## config.mk

```make
export PLATFORM = sky130hd
export DESIGN_NAME = fsqm_ctrl
export DESIGN_NICKNAME = d
export VERILOG_FILES = /design/src/verilog/fsqm_sync.v /design/src/verilog/fsqm_ctrl.v
export VERILOG_INCLUDE_DIRS = /design/src /design/src/verilog
export SDC_FILE = /design/constraint.sdc
export NUM_CORES = 1
export LEC_CHECK = 0
export ABC_AREA = 1
export ABC_CLOCK_PERIOD_IN_PS = 5710
export BUFFER_PORTS_ARGS = -buffer_cell sky130_fd_sc_hd__buf_2
export CAP_MARGIN = 20
export CORE_MARGIN = 5
export CORE_UTILIZATION = 28
export DETAILED_ROUTE_END_ITERATION = 12
export PLACE_DENSITY_LB_ADDON = 0.2
export SKIP_CTS_REPAIR_TIMING = 1
export SYNTH_ARGS = -nofsm -noshare
export SYNTH_HDL_FRONTEND = slang
export SYNTH_SLANG_ARGS = --single-unit
```

## constraint.sdc

```tcl
create_clock -name mclk_in -period 5.71 [get_ports mclk_in]
set_input_delay 0.571 -clock mclk_in [delete_from_list [all_inputs] [get_ports mclk_in]]
set_output_delay 0.571 -clock mclk_in [all_outputs]
set_load 0.01 [all_outputs]
```

## src/verilog/fsqm_regs.vh

```
`ifndef FSQM_REGS_VH
`define FSQM_REGS_VH
// instruction codes
`define FSQM_OP_FUNC_WR     8'h42
`define FSQM_OP_QEN         8'h35
`define FSQM_OP_QEX         8'hF5
`define FSQM_OP_SUS_A       8'h75
`define FSQM_OP_SUS_B       8'hB0
`define FSQM_OP_RSM_A       8'h7A
`define FSQM_OP_RSM_B       8'h30
`define FSQM_OP_WR_EN       8'h06
`define FSQM_OP_WR_DIS      8'h04
`define FSQM_OP_STAT_WR     8'h01
`define FSQM_OP_PP          8'h02
`define FSQM_OP_PPQ_A       8'h32
`define FSQM_OP_PPQ_B       8'h38
`define FSQM_OP_SER_A       8'hD7
`define FSQM_OP_SER_B       8'h20
`define FSQM_OP_BER32       8'h52
`define FSQM_OP_BER64       8'hD8
`define FSQM_OP_CER_A       8'hC7
`define FSQM_OP_CER_B       8'h60
// function register field positions
`define FSQM_FR_RSTDIS      0
`define FSQM_FR_PROG_SUS    2
`define FSQM_FR_ERASE_SUS   3
`define FSQM_FR_IRL_LO      4
// reset value of function register
`define FSQM_FR_RESET       8'h00
// timing, in ns and cycles of a 25 ns clock
`define FSQM_CLK_NS         25
`define FSQM_SUS_LAT_NS     100000
`define FSQM_SUS_LAT_CYC    ((`FSQM_SUS_LAT_NS + `FSQM_CLK_NS - 1) / `FSQM_CLK_NS)
// operation kinds
`define FSQM_OPK_NONE       2'd0
`define FSQM_OPK_PROG       2'd1
`define FSQM_OPK_ERASE      2'd2
`define FSQM_OPK_CHIP       2'd3
`endif

```

## src/verilog/fsqm_sync.v

```verilog
`timescale 1ns/1ps
// two-flop synchroniser for a bundle of level inputs
module fsqm_sync #(
    parameter W = 1
) (
    // clock and reset
    input  wire         mclk_in,
    input  wire         rst_b_in,
    input  wire         ce_in,
    // data
    input  wire [W-1:0] d_in,
    output wire [W-1:0] q_out
);
    reg [W-1:0] meta_ff;
    reg [W-1:0] sync_ff;

    // first stage feeds only the second
    always @(posedge mclk_in or negedge rst_b_in) begin
        if (!rst_b_in) begin
            meta_ff <= {W{1'b0}};
            sync_ff <= {W{1'b0}};
        end else if (ce_in) begin
            meta_ff <= d_in;
            sync_ff <= meta_ff;
        end
    end

    assign q_out = sync_ff;
endmodule // fsqm_sync

```

## src/verilog/fsqm_ctrl.v

```verilog
`timescale 1ns/1ps
`include "fsqm_regs.vh"
module fsqm_ctrl #(
    parameter SUS_LAT_CYC = `FSQM_SUS_LAT_CYC
) (
    // clock, reset, enable
    input  wire       mclk_in,
    input  wire       rst_b_in,
    input  wire       ce_in,
    // serial link pins
    input  wire       sck_in,
    input  wire       cs_b_in,
    input  wire [3:0] dq_in,
    // array engine
    input  wire [1:0] op_start_kind_in,
    input  wire       op_start_in,
    input  wire       op_done_in,
    output reg        engine_pause_ff_out,
    output reg        engine_resume_out,
    // decoded instruction
    output reg  [7:0] cmd_code_out,
    output reg        cmd_valid_out,
    output reg        cmd_refused_out,
    // status
    output wire [7:0] func_reg_out,
    output wire       quad_command_mode_out,
    output wire       write_enable_latch_out,
    output wire       write_in_progress_out,
    output wire       suspend_busy_out,
    output wire       reset_pin_disable_out,
    output wire [3:0] info_row_lock_bits_out
);
    // synchronised pins
    wire [5:0] pin_s;
    fsqm_sync #(.W(6)) u_sync (
        .mclk_in  (mclk_in),
        .rst_b_in (rst_b_in),
        .ce_in    (ce_in),
        .d_in     ({sck_in, cs_b_in, dq_in}),
        .q_out    (pin_s)
    );
    wire       sck_s  = pin_s[5];
    wire       cs_b_s = pin_s[4];
    wire [3:0] dq_s   = pin_s[3:0];

    reg        sck_d_ff;
    reg        cs_d_ff;
    reg [15:0] shift_ff;
    reg [4:0]  nclk_ff;
    reg        quad_ff;
    reg        wlat_ff;
    reg        rst_dis_ff;
    reg [3:0]  irl_ff;
    reg        prog_sus_ff;
    reg        erase_sus_ff;
    reg [1:0]  op_kind_ff;
    reg        busy_ff;
    reg [16:0] lat_cnt_ff;

    wire sck_rise = sck_s & ~sck_d_ff;
    wire cs_fall  = ~cs_b_s & cs_d_ff;
    wire cs_rise  = cs_b_s & ~cs_d_ff;

    // code classification helpers
    function is_sus;
        input [7:0] c;
        is_sus = (c == `FSQM_OP_SUS_A) || (c == `FSQM_OP_SUS_B);
    endfunction
    function is_rsm;
        input [7:0] c;
        is_rsm = (c == `FSQM_OP_RSM_A) || (c == `FSQM_OP_RSM_B);
    endfunction
    function is_prog;
        input [7:0] c;
        is_prog = (c == `FSQM_OP_PP) || (c == `FSQM_OP_PPQ_A) || (c == `FSQM_OP_PPQ_B);
    endfunction
    function is_erase;
        input [7:0] c;
        is_erase = (c == `FSQM_OP_SER_A) || (c == `FSQM_OP_SER_B) ||
                   (c == `FSQM_OP_BER32) || (c == `FSQM_OP_BER64) ||
                   (c == `FSQM_OP_CER_A) || (c == `FSQM_OP_CER_B);
    endfunction
    // accepted in either kind of suspend
    function ok_any;
        input [7:0] c;
        begin
            case (c)
                8'h03, 8'h0B, 8'hBB, 8'h3B, 8'hEB, 8'h6B, 8'h0D, 8'hBD, 8'hED,
                8'h06, 8'h04, 8'h05, 8'h48, 8'h61, 8'h81, 8'hAB, 8'h9F, 8'h90,
                8'hAF, 8'h4B, 8'h5A, 8'h82: ok_any = 1'b1;
                8'h7A, 8'h30, 8'hC0, 8'h63, 8'h83, 8'hFC, 8'hFA, 8'hE7, 8'hA7,
                8'h2B: ok_any = 1'b1;
                default: ok_any = 1'b0;
            endcase
        end
    endfunction
    // extra codes during erase suspend
    function ok_erase_only;
        input [7:0] c;
        begin
            case (c)
                8'h24, 8'h26, 8'h75, 8'hB0, 8'h02, 8'h32, 8'h38,
                8'hFB: ok_erase_only = 1'b1;
                default: ok_erase_only = 1'b0;
            endcase
        end
    endfunction

    // frame length: a whole code, or a code followed by one data byte
    wire       full      = quad_ff ? (nclk_ff >= 5'd2) : (nclk_ff >= 5'd8);
    wire       with_data = quad_ff ? (nclk_ff >= 5'd4) : (nclk_ff >= 5'd16);

    // the first byte shifted in is the code, the second the data
    wire [7:0] code    = with_data ? shift_ff[15:8] : shift_ff[7:0];
    wire [7:0] data    = shift_ff[7:0];

    // decode of the frame that just ended
    wire       susp    = prog_sus_ff | erase_sus_ff;
    wire       allowed = ~susp ? 1'b1 :
                         (ok_any(code) | (erase_sus_ff & ok_erase_only(code)));
    wire       blocked = (erase_sus_ff & (is_erase(code) | code == `FSQM_OP_STAT_WR)) |
                         (prog_sus_ff & (is_prog(code) | code == `FSQM_OP_STAT_WR));
    wire       take    = cs_rise & full & ~suspend_busy_out & allowed & ~blocked;
    wire       op_run  = busy_ff & ~susp;
    wire       op_end  = op_done_in & op_run;
    // function write needs the latch, an idle engine and a data byte
    wire       func_wr = take & (code == `FSQM_OP_FUNC_WR) & with_data &
                         wlat_ff & ~busy_ff;
    wire       do_sus  = take & is_sus(code) & op_run &
                         (op_kind_ff != `FSQM_OPK_CHIP);
    wire       do_rsm  = take & is_rsm(code) & susp;

    // edge detection on the synchronised pins
    always @(posedge mclk_in or negedge rst_b_in) begin
        if (!rst_b_in) begin
            sck_d_ff <= 1'b0;
            cs_d_ff  <= 1'b1;
        end else if (ce_in) begin
            sck_d_ff <= sck_s;
            cs_d_ff  <= cs_b_s;
        end
    end

    // clock counting and instruction shifting
    always @(posedge mclk_in or negedge rst_b_in) begin
        if (!rst_b_in) begin
            shift_ff <= 16'h0000;
            nclk_ff  <= 5'h00;
        end else if (ce_in) begin
            if (cs_fall) begin
                nclk_ff <= 5'h00;
            end else if (!cs_b_s && sck_rise && nclk_ff != 5'h1F) begin
                nclk_ff <= nclk_ff + 5'h01;
                // code then data byte; later address bits are not kept
                if (quad_ff && nclk_ff < 5'd4) begin
                    shift_ff <= {shift_ff[11:0], dq_s};
                end else if (!quad_ff && nclk_ff < 5'd16) begin
                    shift_ff <= {shift_ff[14:0], dq_s[0]};
                end
            end
        end
    end

    // suspend-to-ready latency counter
    always @(posedge mclk_in or negedge rst_b_in) begin
        if (!rst_b_in) begin
            lat_cnt_ff <= 17'h0_0000;
        end else if (ce_in) begin
            if (do_sus) begin
                lat_cnt_ff <= SUS_LAT_CYC[16:0];
            end else if (lat_cnt_ff != 17'h0_0000) begin
                lat_cnt_ff <= lat_cnt_ff - 17'h0_0001;
            end
        end
    end

    // engine started or finished its work
    always @(posedge mclk_in or negedge rst_b_in) begin
        if (!rst_b_in) begin
            busy_ff    <= 1'b0;
            op_kind_ff <= `FSQM_OPK_NONE;
        end else if (ce_in) begin
            if (op_start_in && !busy_ff) begin
                busy_ff    <= 1'b1;
                op_kind_ff <= op_start_kind_in;
            end else if (op_end) begin
                // completion is ignored while suspended
                busy_ff    <= 1'b0;
                op_kind_ff <= `FSQM_OPK_NONE;
            end
        end
    end

    // command mode changes only when a frame is closed
    always @(posedge mclk_in or negedge rst_b_in) begin
        if (!rst_b_in) begin
            quad_ff <= 1'b0;
        end else if (ce_in && take) begin
            if (code == `FSQM_OP_QEN) begin
                quad_ff <= 1'b1;
            end else if (code == `FSQM_OP_QEX && quad_ff) begin
                // exit is a quad-only code
                quad_ff <= 1'b0;
            end
        end
    end

    // write-enable latch: set by command, cleared by use or suspend
    always @(posedge mclk_in or negedge rst_b_in) begin
        if (!rst_b_in) begin
            wlat_ff <= 1'b0;
        end else if (ce_in) begin
            if (take && code == `FSQM_OP_WR_EN) begin
                wlat_ff <= 1'b1;
            end else if (take && code == `FSQM_OP_WR_DIS) begin
                wlat_ff <= 1'b0;
            end else if (do_sus) begin
                wlat_ff <= 1'b0;
            end else if (func_wr || op_end) begin
                wlat_ff <= 1'b0;
            end
        end
    end

    // one-time bits: only ever or-ed with the data byte
    always @(posedge mclk_in or negedge rst_b_in) begin
        if (!rst_b_in) begin
            rst_dis_ff <= 1'b0;
            irl_ff     <= 4'h0;
        end else if (ce_in && func_wr) begin
            rst_dis_ff <= rst_dis_ff | data[`FSQM_FR_RSTDIS];
            irl_ff     <= irl_ff | data[`FSQM_FR_IRL_LO +: 4];
        end
    end

    // suspend status flags, one per kind of paused work
    always @(posedge mclk_in or negedge rst_b_in) begin
        if (!rst_b_in) begin
            prog_sus_ff  <= 1'b0;
            erase_sus_ff <= 1'b0;
        end else if (ce_in) begin
            // a paused program shows in the program flag
            if (do_sus && op_kind_ff == `FSQM_OPK_PROG) begin
                prog_sus_ff <= 1'b1;
            end else if (do_rsm) begin
                prog_sus_ff <= 1'b0;
            end
            // sector and block erases share the erase flag
            if (do_sus && op_kind_ff != `FSQM_OPK_PROG) begin
                erase_sus_ff <= 1'b1;
            end else if (do_rsm) begin
                erase_sus_ff <= 1'b0;
            end
        end
    end

    // engine pause level and resume strobe
    always @(posedge mclk_in or negedge rst_b_in) begin
        if (!rst_b_in) begin
            engine_pause_ff_out <= 1'b0;
            engine_resume_out   <= 1'b0;
        end else if (ce_in) begin
            engine_resume_out <= do_rsm;
            if (do_sus) begin
                engine_pause_ff_out <= 1'b1;
            end else if (do_rsm) begin
                engine_pause_ff_out <= 1'b0;
            end
        end
    end

    // decoded command outputs, one pulse per closed frame that holds at least a whole code
    always @(posedge mclk_in or negedge rst_b_in) begin
        if (!rst_b_in) begin
            cmd_code_out    <= 8'h00;
            cmd_valid_out   <= 1'b0;
            cmd_refused_out <= 1'b0;
        end else if (ce_in) begin
            cmd_valid_out   <= take;
            cmd_refused_out <= cs_rise & full & ~take;
            if (cs_rise && full) begin
                cmd_code_out <= code;
            end
        end
    end

    // status outputs
    assign suspend_busy_out       = (lat_cnt_ff != 17'h0_0000);
    assign write_in_progress_out  = op_run | suspend_busy_out;
    assign quad_command_mode_out  = quad_ff;
    assign write_enable_latch_out = wlat_ff;
    assign reset_pin_disable_out  = rst_dis_ff;
    assign info_row_lock_bits_out = irl_ff;
    // locks on top, erase and program flags in bits 3 and 2
    assign func_reg_out = {irl_ff, erase_sus_ff, prog_sus_ff, 1'b0, rst_dis_ff};
endmodule // fsqm_ctrl

```

# Word level (Yosys, flattened, before mapping)
# Cells that the tools add are included.
# word_totals
reg_bits	76
in_bits	13
out_inout_bits	29
word_cells	195
# op_classes
n_addsub	2
n_lt_le_gt_ge	6
eq_ne	54
mux	26
n_bitwise	39
reduce_logical	48
# op_table
operator	count
8-bit equality test (second input constant)	22
8-bit by 7-bit equality test with 1-bit output (second input constant)	11
8-bit by 6-bit equality test with 1-bit output (second input constant)	9
17-bit two-way mux	2
16-bit two-way mux	2
32-bit OR reduction	1
8-bit by 3-bit equality test with 1-bit output (second input constant)	3
1-bit AND	22
2-bit AND reduction	9
1-bit two-way mux	17
17-bit nonzero test	1
17-bit by 1-bit subtractor with 17-bit output (second input constant)	1
8-bit by 2-bit equality test with 1-bit output (second input constant)	2
8-bit by 4-bit equality test with 1-bit output (second input constant)	2
2-bit nonzero test	8
1-bit logical AND	13
1-bit logical OR	10
5-bit two-way mux	2
1-bit NOT	9
8-bit by 1-bit equality test with 1-bit output (second input constant)	1
8-bit two-way mux	1
8-bit OR reduction	1
1-bit OR	7
5-bit by 1-bit adder with 5-bit output (second input constant)	1
15 further kinds	18

# Logic depth before layout (Yosys ltp)
# Gate-level depths: netlist (run 1).
# logic_depth
word_depth	23
mapped_depth	21
mapped_depth_nobuf	20

# Modules after synthesis
# From an unflattened synthesis (run 1), not the netlist that was laid out.
# unflattened
hier_cells	615
area_unflattened_um2	4551.9
# modules_own_cells
mod	n_inst	cells_each	area_each_um2	seq_area_each_um2
fsqm_ctrl	1	564	4093.9	1602.8
fsqm_sync	1	51	457.9	300.3

# Least setup slack after synthesis (run 1)
# OpenSTA, ideal clock, no wires.
# synth_timing
kind	register -> register
from	register quad_ff (netlist: quad_command_mode_out)
to	register lat_cnt_ff[9]
setup_time_ns	0.117
t_arrival_ns	2.147
t_required_ns	5.593
slack_ns	3.447
path_stages_with_launch	20
path_buffers	2
period_less_slack_ns	2.263
cell_sequence	dfrtp_1 > or2_1 > buf_6 > buf_6 > nand3_1 > nand2_2 > nand2_2 > nor2_1 > nand2_1 > nand2_1 > nor2_1 > nand2_1 > nand2_1 > nand2_1 > nor2_2 > nand4_4 > nand2_4 > nand3_1 > nand2_1 > nand2_1
# synth_between
elab_chain_len	18
word_cells_on_any_way	81
cone_classes	eq/ne: 47; mux: 7; bitwise: 15; reduce/logical: 12
# synth_rtl
item	line_no	text
from (decl)	fsqm_ctrl.v:50	reg quad_ff;
from (signal assigned)	fsqm_ctrl.v:197	quad_ff <= 1'b0;
from (signal assigned)	fsqm_ctrl.v:200	quad_ff <= 1'b1;
from (signal assigned)	fsqm_ctrl.v:203	quad_ff <= 1'b0;
parallel branches: the longest is 13 deep, another holds 8-bit two-way mux	n/a	
1-bit AND (*) (3 in a row)	fsqm_ctrl.v:129	wire do_sus = take & is_sus(code) & op_run &
2-bit nonzero test (no line)	n/a	
2-bit AND reduction (no line)	n/a	
to (signal assigned)	fsqm_ctrl.v:170	lat_cnt_ff <= SUS_LAT_CYC[16:0];
to (signal assigned)	fsqm_ctrl.v:172	lat_cnt_ff <= lat_cnt_ff - 17'h0_0001;
to (decl)	fsqm_ctrl.v:58	reg [16:0] lat_cnt_ff;
# Every way passes the cells marked *.
# A chain may end at the register's enable or synchronous reset.

# Worst setup path in the final report (run 1)
# Ends and elaborated chain as after synthesis.

==> run metrics, run 1 <==
cells after synthesis=601; critical path startpoint category=flop; CTS tree=done; setup violation total in the final timing report=0; number of vias per cell=4.48; worst slew slack as a fraction of its limit=0.354; count of max-cap constraint violations=0; area share of the largest cell type after synthesis=0.424; Crit. End Element=flop; number of buffers on the longest clock path=2; peak supply drop=0.172 mV; Core Area=15700 um2; stage delay of the slowest cell on the critical path=630 ps; post-synthesis sequential area ratio=0.430; worst min-delay path class=primary input to asynchronous set/reset pin; library cell contributing the largest single delay on the critical path=or2_1; leftover overflow at the end of global routing=0; number of H-tree branching levels=3; Post-synth EDFFs=0; clk sinks=76; data arrival at the endpoint of the critical path=3320 ps; Data required, critical path=5940 ps; vias in the first global route=3845; share of layout cells above drive strength 1=0.143; end of the worst register-to-register path=lat_cnt_ff[9]$_DFFE_PN0P_; number of vias after detailed routing=3812; met1 capacity usage during global routing=0.184; Setup crit end=lat_cnt_ff[9]$_DFFE_PN0P_; area added between synthesis and finish=13.9%; register-to-register setup slack=2620 ps; area of the die=18400 um2; portion of the clock cycle consumed by the worst path in the final layout=0.541; number of top-level pins=42; most prevalent standard cell on the critical path=nand2_1; count of input and output buffers=40; hpwl dp=8.92 mm; total clock buffers created by CTS=9; Skew-Pair Late Insertion Delay=340 ps; Ys Warns=0; proportion of synthesized flip-flops having asynchronous set or reset=1.00; initial core utilization=0.282; CTS Root Buffer Type=clkbuf_16; cells along the critical path=or2_1 > nand3_1 > nand2_2 > nand2_1 > nor2_1 > nand2_1 > nand2_1 > nor2_1 > nand2_1 > nor2_1 > nand3_2 > nand4_4 > nand2_4 > nand3_1 > nand2_1 > nand2_1; maximum clock rate=324 MHz; Pwr per Cell Area=357 nW/um2; cell types with the largest area share after synthesis=dfrtp_1 (42%), nand2_1 (15%), nor2_1 (6.3%), inv_1 (6.1%), nand3_1 (4.1%); Register-to-Register Path Depth=16; most used standard cells in the synthesized netlist=nand2_1 (173), dfrtp_1 (75), nor2_1 (74); total nets after synthesis=618; worst clock skew on the final layout=7.71 ps; flip-flop and latch count after synthesis=76; detailed router's first-iteration violation count=278; total power=0.00180 W; commonest register cell after synthesis=dfrtp_1; count of unique library cells instantiated by Yosys=44; number of endpoints with negative hold slack in the final report=0; mapped cell area=4430 um2; Pre-antenna DRT Iters=4; final design instance area without fill=5040 um2; largest net degree at the start of global routing=77; class of the most critical setup path=flop to flop; Die Width=136 um; clock period minus final worst setup slack=3090 ps; post-route DRC violation count=0; count leader, synth=nand2_1; met3 track demand over resource=0.0371; setup repair after global routing missed its margin=no; cell accounting for the most synthesized area=dfrtp_1; Die Y-Extent=136 um; Final Net Count=647; Diodes inserted=0; Post-Syn Area per Cell=7.37 um2; met2 track demand over resource in global routing=0.219; count of final max-slew check failures=0; status=finished clean; number of antenna violations at the first check in global routing=0; remaining number of nets flagged by the antenna check after routing=0; LEAKAGE=2.66 nW; CTS clock-pin slew for the worst setup and hold paths=60 ps; GRT Max-Usage Layer=met2; worst-margin pin slew=967 ps; critical path launch point=quad_command_mode_out$_DFFE_PN0P_; Crit Path Max Fanout=18; routability congestion estimate=0.900; mean routed wirelength per cell=13.9 um; total detailed-routing wirelength=11.8 mm; critical register-to-register path startpoint=quad_command_mode_out$_DFFE_PN0P_; instance area at placement=4750 um2; Overall Global Routing Usage=0.138; fin util=0.321; global-route wire length before repair=20.0 mm; setup_tns=0 ps; std cell rows=46; fillers=1743
[logic make-up after synthesis]
family          synth area share
xor+xnor                  0.0178
flops                      0.430
buf+inv                   0.0952
other cells             0.000847
fa+ha+maj                 0.0113
compound gates             0.102
simple gates               0.343
[registers in the layout, indices dropped and copies added (netlist names), 2 cells and up]
signal and cells:
cmd_code_out 8, info_row_lock_bits_out 4, lat_cnt_ff 17, nclk_ff 5, op_kind_ff 2, shift_ff 16
u_sync.meta_ff 6, u_sync.q_out 6
[per-stage QoR]
| stage | worst slack, ps | cells | hold slack [ps] |
|---|---|---|---|
| after CTS | 2620 | 850 | 420 |
| after floorplan | 3450 | 601 | 275 |
| after detailed placement | 2650 | 834 | 451 |
| after global routing | 2240 | 851 | 36.4 |
| after global placement | 2630 | 834 | 450 |
| final | 2620 | 851 | 48.0 |
[cells in the final DEF, fill, tap and decap left out, types with 10 or more instances in the layout]
cell,instances
buf_2,39
inv_1,72
dfrtp_1,75
o21ai_0,26
nand2_2,13
a211oi_1,12
nor3_1,10
nand2_1,173
a21oi_1,17
nor2_1,74
nand3_1,36
[worst min path at each step]
stage | startpoint | to | cells past startpoint
4_1_cts | cs_b_in | u_sync.meta_ff[4]$_DFFE_PN0P_ | 3
5_1_grt | rst_b_in | u_sync.q_out[5]$_DFFE_PN0P_ | 1
2_1_floorplan | rst_b_in | busy_ff$_DFFE_PN0P_ | 0
6_report | rst_b_in | u_sync.q_out[5]$_DFFE_PN0P_ | 1
3_3_place_gp | lat_cnt_ff[16]$_DFFE_PN0P_ | lat_cnt_ff[16]$_DFFE_PN0P_ | 2
3_5_place_dp | lat_cnt_ff[16]$_DFFE_PN0P_ | lat_cnt_ff[16]$_DFFE_PN0P_ | 2
[routing by layer]
layer / part of all wire / vias to the layer above
met5: 0 / -
met4: 0.021 / 0
met3: 0.039 / 17
met2: 0.47 / 70
met1: 0.48 / 1766
li1: - / 1959
[cell type report]
class / instances / area [um2] / share of cell area
flip-flops and latches: 76 / 1900 / 0.377
repair buffers: 41 / 230 / 0.0456
clock buffers: 12 / 236 / 0.0469
clock inverters: 4 / 26.3 / 0.00521
multi-input cells: 429 / 2100 / 0.417
inverters: 73 / 274 / 0.0543
well taps: 216 / 270 / 0.0536
[critical path, delay by kind of cell (launching register included)]
family | cells | cell delay [ps]
simple gates | 16 | 2540
flops | 1 | 430
[power by group]
group / leakage (nW) / internal [W] / total (W) / switching [W]
clock network: 0.127 / 0.000294 / 0.000521 / 0.000227
logic: 1.61 / 0.000162 / 0.000554 / 0.000392
registers: 0.922 / 0.000642 / 0.000726 / 0.0000835
Note: power is estimated with default switching activity, not from simulation.
==> inputs of run 2 (changes only) <==
--- a/config.mk
+++ b/config.mk
@@ -7,7 +7,7 @@
 export NUM_CORES = 1
 export LEC_CHECK = 0
 export ABC_AREA = 1
-export ABC_CLOCK_PERIOD_IN_PS = 5710
+export ABC_CLOCK_PERIOD_IN_PS = 3060
 export BUFFER_PORTS_ARGS = -buffer_cell sky130_fd_sc_hd__buf_2
 export CAP_MARGIN = 20
 export CORE_MARGIN = 5
==> constraint.sdc (replaced) <==
create_clock -name mclk_in -period 3.06 [get_ports mclk_in]
set_input_delay 0.306 -clock mclk_in [delete_from_list [all_inputs] [get_ports mclk_in]]
set_output_delay 0.306 -clock mclk_in [all_outputs]
set_load 0.01 [all_outputs]
==> run 2 against run 1 <==
  * Fmax is 12% higher
  * Critical path depth grew 2
  * Worst setup slack worse by 2300 ps
  * Routed wire length down 1.3%
  * First-iteration DRC count increased by 9.7%
  * Sequential share of layout area is 1.2 points lower
  * Global-route usage shrank 0.30 points
  * Die area is the same
  * Clock skew increased by 0.72 ps
  * Sequential power increased by 86%
  * Largest cell class unchanged
==> run metrics, run 2 (same netlist as run 1, synthesis figures left out) <==
hpwl dp=8.81 mm (was 8.92 mm); stage delay of the slowest cell on the critical path=410 ps (was 630 ps); library cell contributing the largest single delay on the critical path=dfrtp_1 (was or2_1); Core Area=15700 um2 (unchanged); total detailed-routing wirelength=11.7 mm (was 11.8 mm); Pre-antenna DRT Iters=4 (unchanged); largest registers=lat_cnt_ff x17, shift_ff x16, cmd_code_out x8 (unchanged); global-route wire length before repair=19.4 mm (was 20.0 mm); flip-flop count of the largest register after layout=17 (unchanged); data arrival at the endpoint of the critical path=3010 ps (was 3320 ps); vias in the first global route=3710 (was 3845); CTS clock-pin slew for the worst setup and hold paths=60 ps (about the same); Crit. End Element=flop (unchanged); commonest cells after routing, fill and taps aside=nand2_1 (170), dfrtp_1 (75), inv_1 (72), nor2_1 (72), buf_2 (39) (was nand2_1 (173), dfrtp_1 (75), nor2_1 (74), inv_1 (72), buf_2 (39)); cells along the critical path=or2_1 > buf_4 > nand2_8 > nand2_1 > nand2_2 > nand2_1 > nor2_2 > nand2_1 > nand2_1 > nor2_1 > nand2_1 > nor2_1 > nand3_2 > nand4_4 > nand2_4 > nand3_1 > nand2_1 > nand2_1 (was or2_1 > nand3_1 > nand2_2 > nand2_1 > nor2_1 > nand2_1 > nand2_1 > nor2_1 > nand2_1 > nor2_1 > nand3_2 > nand4_4 > nand2_4 > nand3_1 > nand2_1 > nand2_1); setup_tns=0 ps (unchanged); Final Net Count=655 (was 647); setup repair after global routing missed its margin=no (unchanged); LEAKAGE=2.74 nW (was 2.66 nW); setup violation total in the final timing report=0 (unchanged); status=finished clean (unchanged); peak supply drop=0.390 mV (was 0.172 mV); detailed router's first-iteration violation count=305 (was 278); Die Y-Extent=136 um (unchanged); mean routed wirelength per cell=13.6 um (was 13.9 um); number of vias after detailed routing=3844 (was 3812); number of buffers on the longest clock path=2 (unchanged); Skew-Pair Late Insertion Delay=350 ps (was 340 ps); worst slew slack as a fraction of its limit=0.660 (was 0.354); part of the power in combinational logic=0.293 (was 0.308); count of input and output buffers=40 (unchanged); Data required, critical path=3300 ps (was 5940 ps); count of final max-slew check failures=0 (unchanged); top cell family by delay on the critical path=simple AND/OR/NAND/NOR gates (unchanged); Die Width=136 um (unchanged); number of vias per cell=4.47 (was 4.48); share of total power in sequential cells=0.375 (was 0.403); internal portion of total power=0.00225 W (was 0.00110 W); area added between synthesis and finish=17.8% (was 13.9%); most common cell after layout, fill and taps aside=nand2_1 (unchanged); total clock buffers created by CTS=9 (unchanged); number of endpoints with negative hold slack in the final report=0 (unchanged); clock network power share=0.332 (was 0.289); leftover overflow at the end of global routing=0 (unchanged); area of the die=18400 um2 (unchanged); clk sinks=76 (unchanged); clock period minus final worst setup slack=2770 ps (was 3090 ps); worst min-delay path class=primary input to flop (was primary input to asynchronous set/reset pin); Crit Path Max Fanout=18 (unchanged); CTS tree=done (unchanged); std cell rows=46 (unchanged); share of layout cells above drive strength 1=0.168 (was 0.143); portion of the clock cycle consumed by the worst path in the final layout=0.905 (was 0.541); Diodes inserted=0 (unchanged); routability congestion estimate=0.891 (was 0.900); worst clock skew on the final layout=8.44 ps (was 7.71 ps); count of max-cap constraint violations=0 (unchanged); Crit path buffers/inverters=1 (was 0); P_sw=0.00135 W (was 0.000702 W); maximum clock rate=361 MHz (was 324 MHz); number of antenna violations at the first check in global routing=0 (unchanged); total power=0.00361 W (was 0.00180 W); initial core utilization=0.282 (unchanged); number of top-level pins=42 (unchanged); number of H-tree branching levels=3 (unchanged); post-route DRC violation count=0 (unchanged); critical path startpoint category=flop (unchanged); largest net degree at the start of global routing=77 (unchanged); Pwr per Cell Area=692 nW/um2 (was 357 nW/um2); CTS Root Buffer Type=clkbuf_16 (unchanged); register bank with the most flops=lat_cnt_ff (unchanged); class of the most critical setup path=flop to flop (unchanged); worst-margin pin slew=509 ps (was 967 ps); fillers=1705 (was 1743); most prevalent standard cell on the critical path=nand2_1 (unchanged); Overall Global Routing Usage=0.135 (was 0.138); remaining number of nets flagged by the antenna check after routing=0 (unchanged); switching share of total power=0.376 (was 0.390)
[run 2: cell types whose count changed in the layout (fill, tap and decap cells not counted), sizes merged]
| cell | change |
|---|---|
| buf | +7 |
| bufinv | +2 |
| clkbuf | -2 |
| clkinv | -2 |
| dlygate4sd3 | +1 |
| inv | +2 |
[run 2: area by class of cell]
type / instances / area [um2] / share of cell area
inverters: 73 / 274 / 0.0525
repair buffers: 49 / 293 / 0.0561
multi-input cells: 429 / 2140 / 0.411
well taps: 216 / 270 / 0.0518
clock inverters: 6 / 93.8 / 0.0180
flip-flops and latches: 76 / 1900 / 0.365
clock buffers: 10 / 239 / 0.0458
[run 2: power groups by stage]
stage               clock (W)  combinational (W)  sequential [W]
floorplan                   0           0.000786         0.00133
global placement            0            0.00105         0.00137
detailed placement          0            0.00103         0.00137
CTS                   0.00124            0.00103         0.00136
global route          0.00128            0.00122         0.00138
finish                0.00120            0.00106         0.00135
[run 2: tightest hold or removal path, stage by stage]
cell and delay (ps):
buf_2 70, nand2_1 40, nand2_1 50
[run 2: path summary, 6_finish.rpt]
kind | start | to | slack [ps] | cells after the start
max in group asynchronous | rst_b_in | cs_d_ff$_DFFE_PN1P_ | 2050 | 3
worst min-delay path | cs_b_in | u_sync.meta_ff[4]$_DFFE_PN0P_ | 160 | 3
worst max register to register | quad_command_mode_out$_DFFE_PN0P_ | lat_cnt_ff[9]$_DFFE_PN0P_ | 290 | 18
worst max-delay path | quad_command_mode_out$_DFFE_PN0P_ | lat_cnt_ff[9]$_DFFE_PN0P_ | 290 | 18
worst min register to register | lat_cnt_ff[16]$_DFFE_PN0P_ | lat_cnt_ff[16]$_DFFE_PN0P_ | 470 | 2
min in group asynchronous | rst_b_in | reset_pin_disable_out$_DFFE_PN0P_ | 400 | 2
[run 2: per-stage QoR]
step / std cells / hold WS (ps) / util / cell area (um2) / setup WS [ps]
2_1_floorplan: 601 / 10.4 / - / 4430 / 797
3_3_place_gp: 840 / 452 / 0.305 / 4800 / 174
3_5_place_dp: 840 / 457 / 0.305 / 4800 / 187
4_1_cts: 856 / 148 / 0.327 / 5130 / 171
5_1_grt: 859 / 162 / 0.332 / 5220 / 2.75
6_report: 859 / 158 / 0.332 / 5220 / 292
[run 2: metal layers]
layer / vias up / GRT usage / share of wire
met2: 82 / 0.210 / 0.46
met4: 0 / 0.0549 / 0.024
met5: - / 0 / 0
li1: 1971 / - / -
met3: 20 / 0.0342 / 0.045
met1: 1771 / 0.180 / 0.47
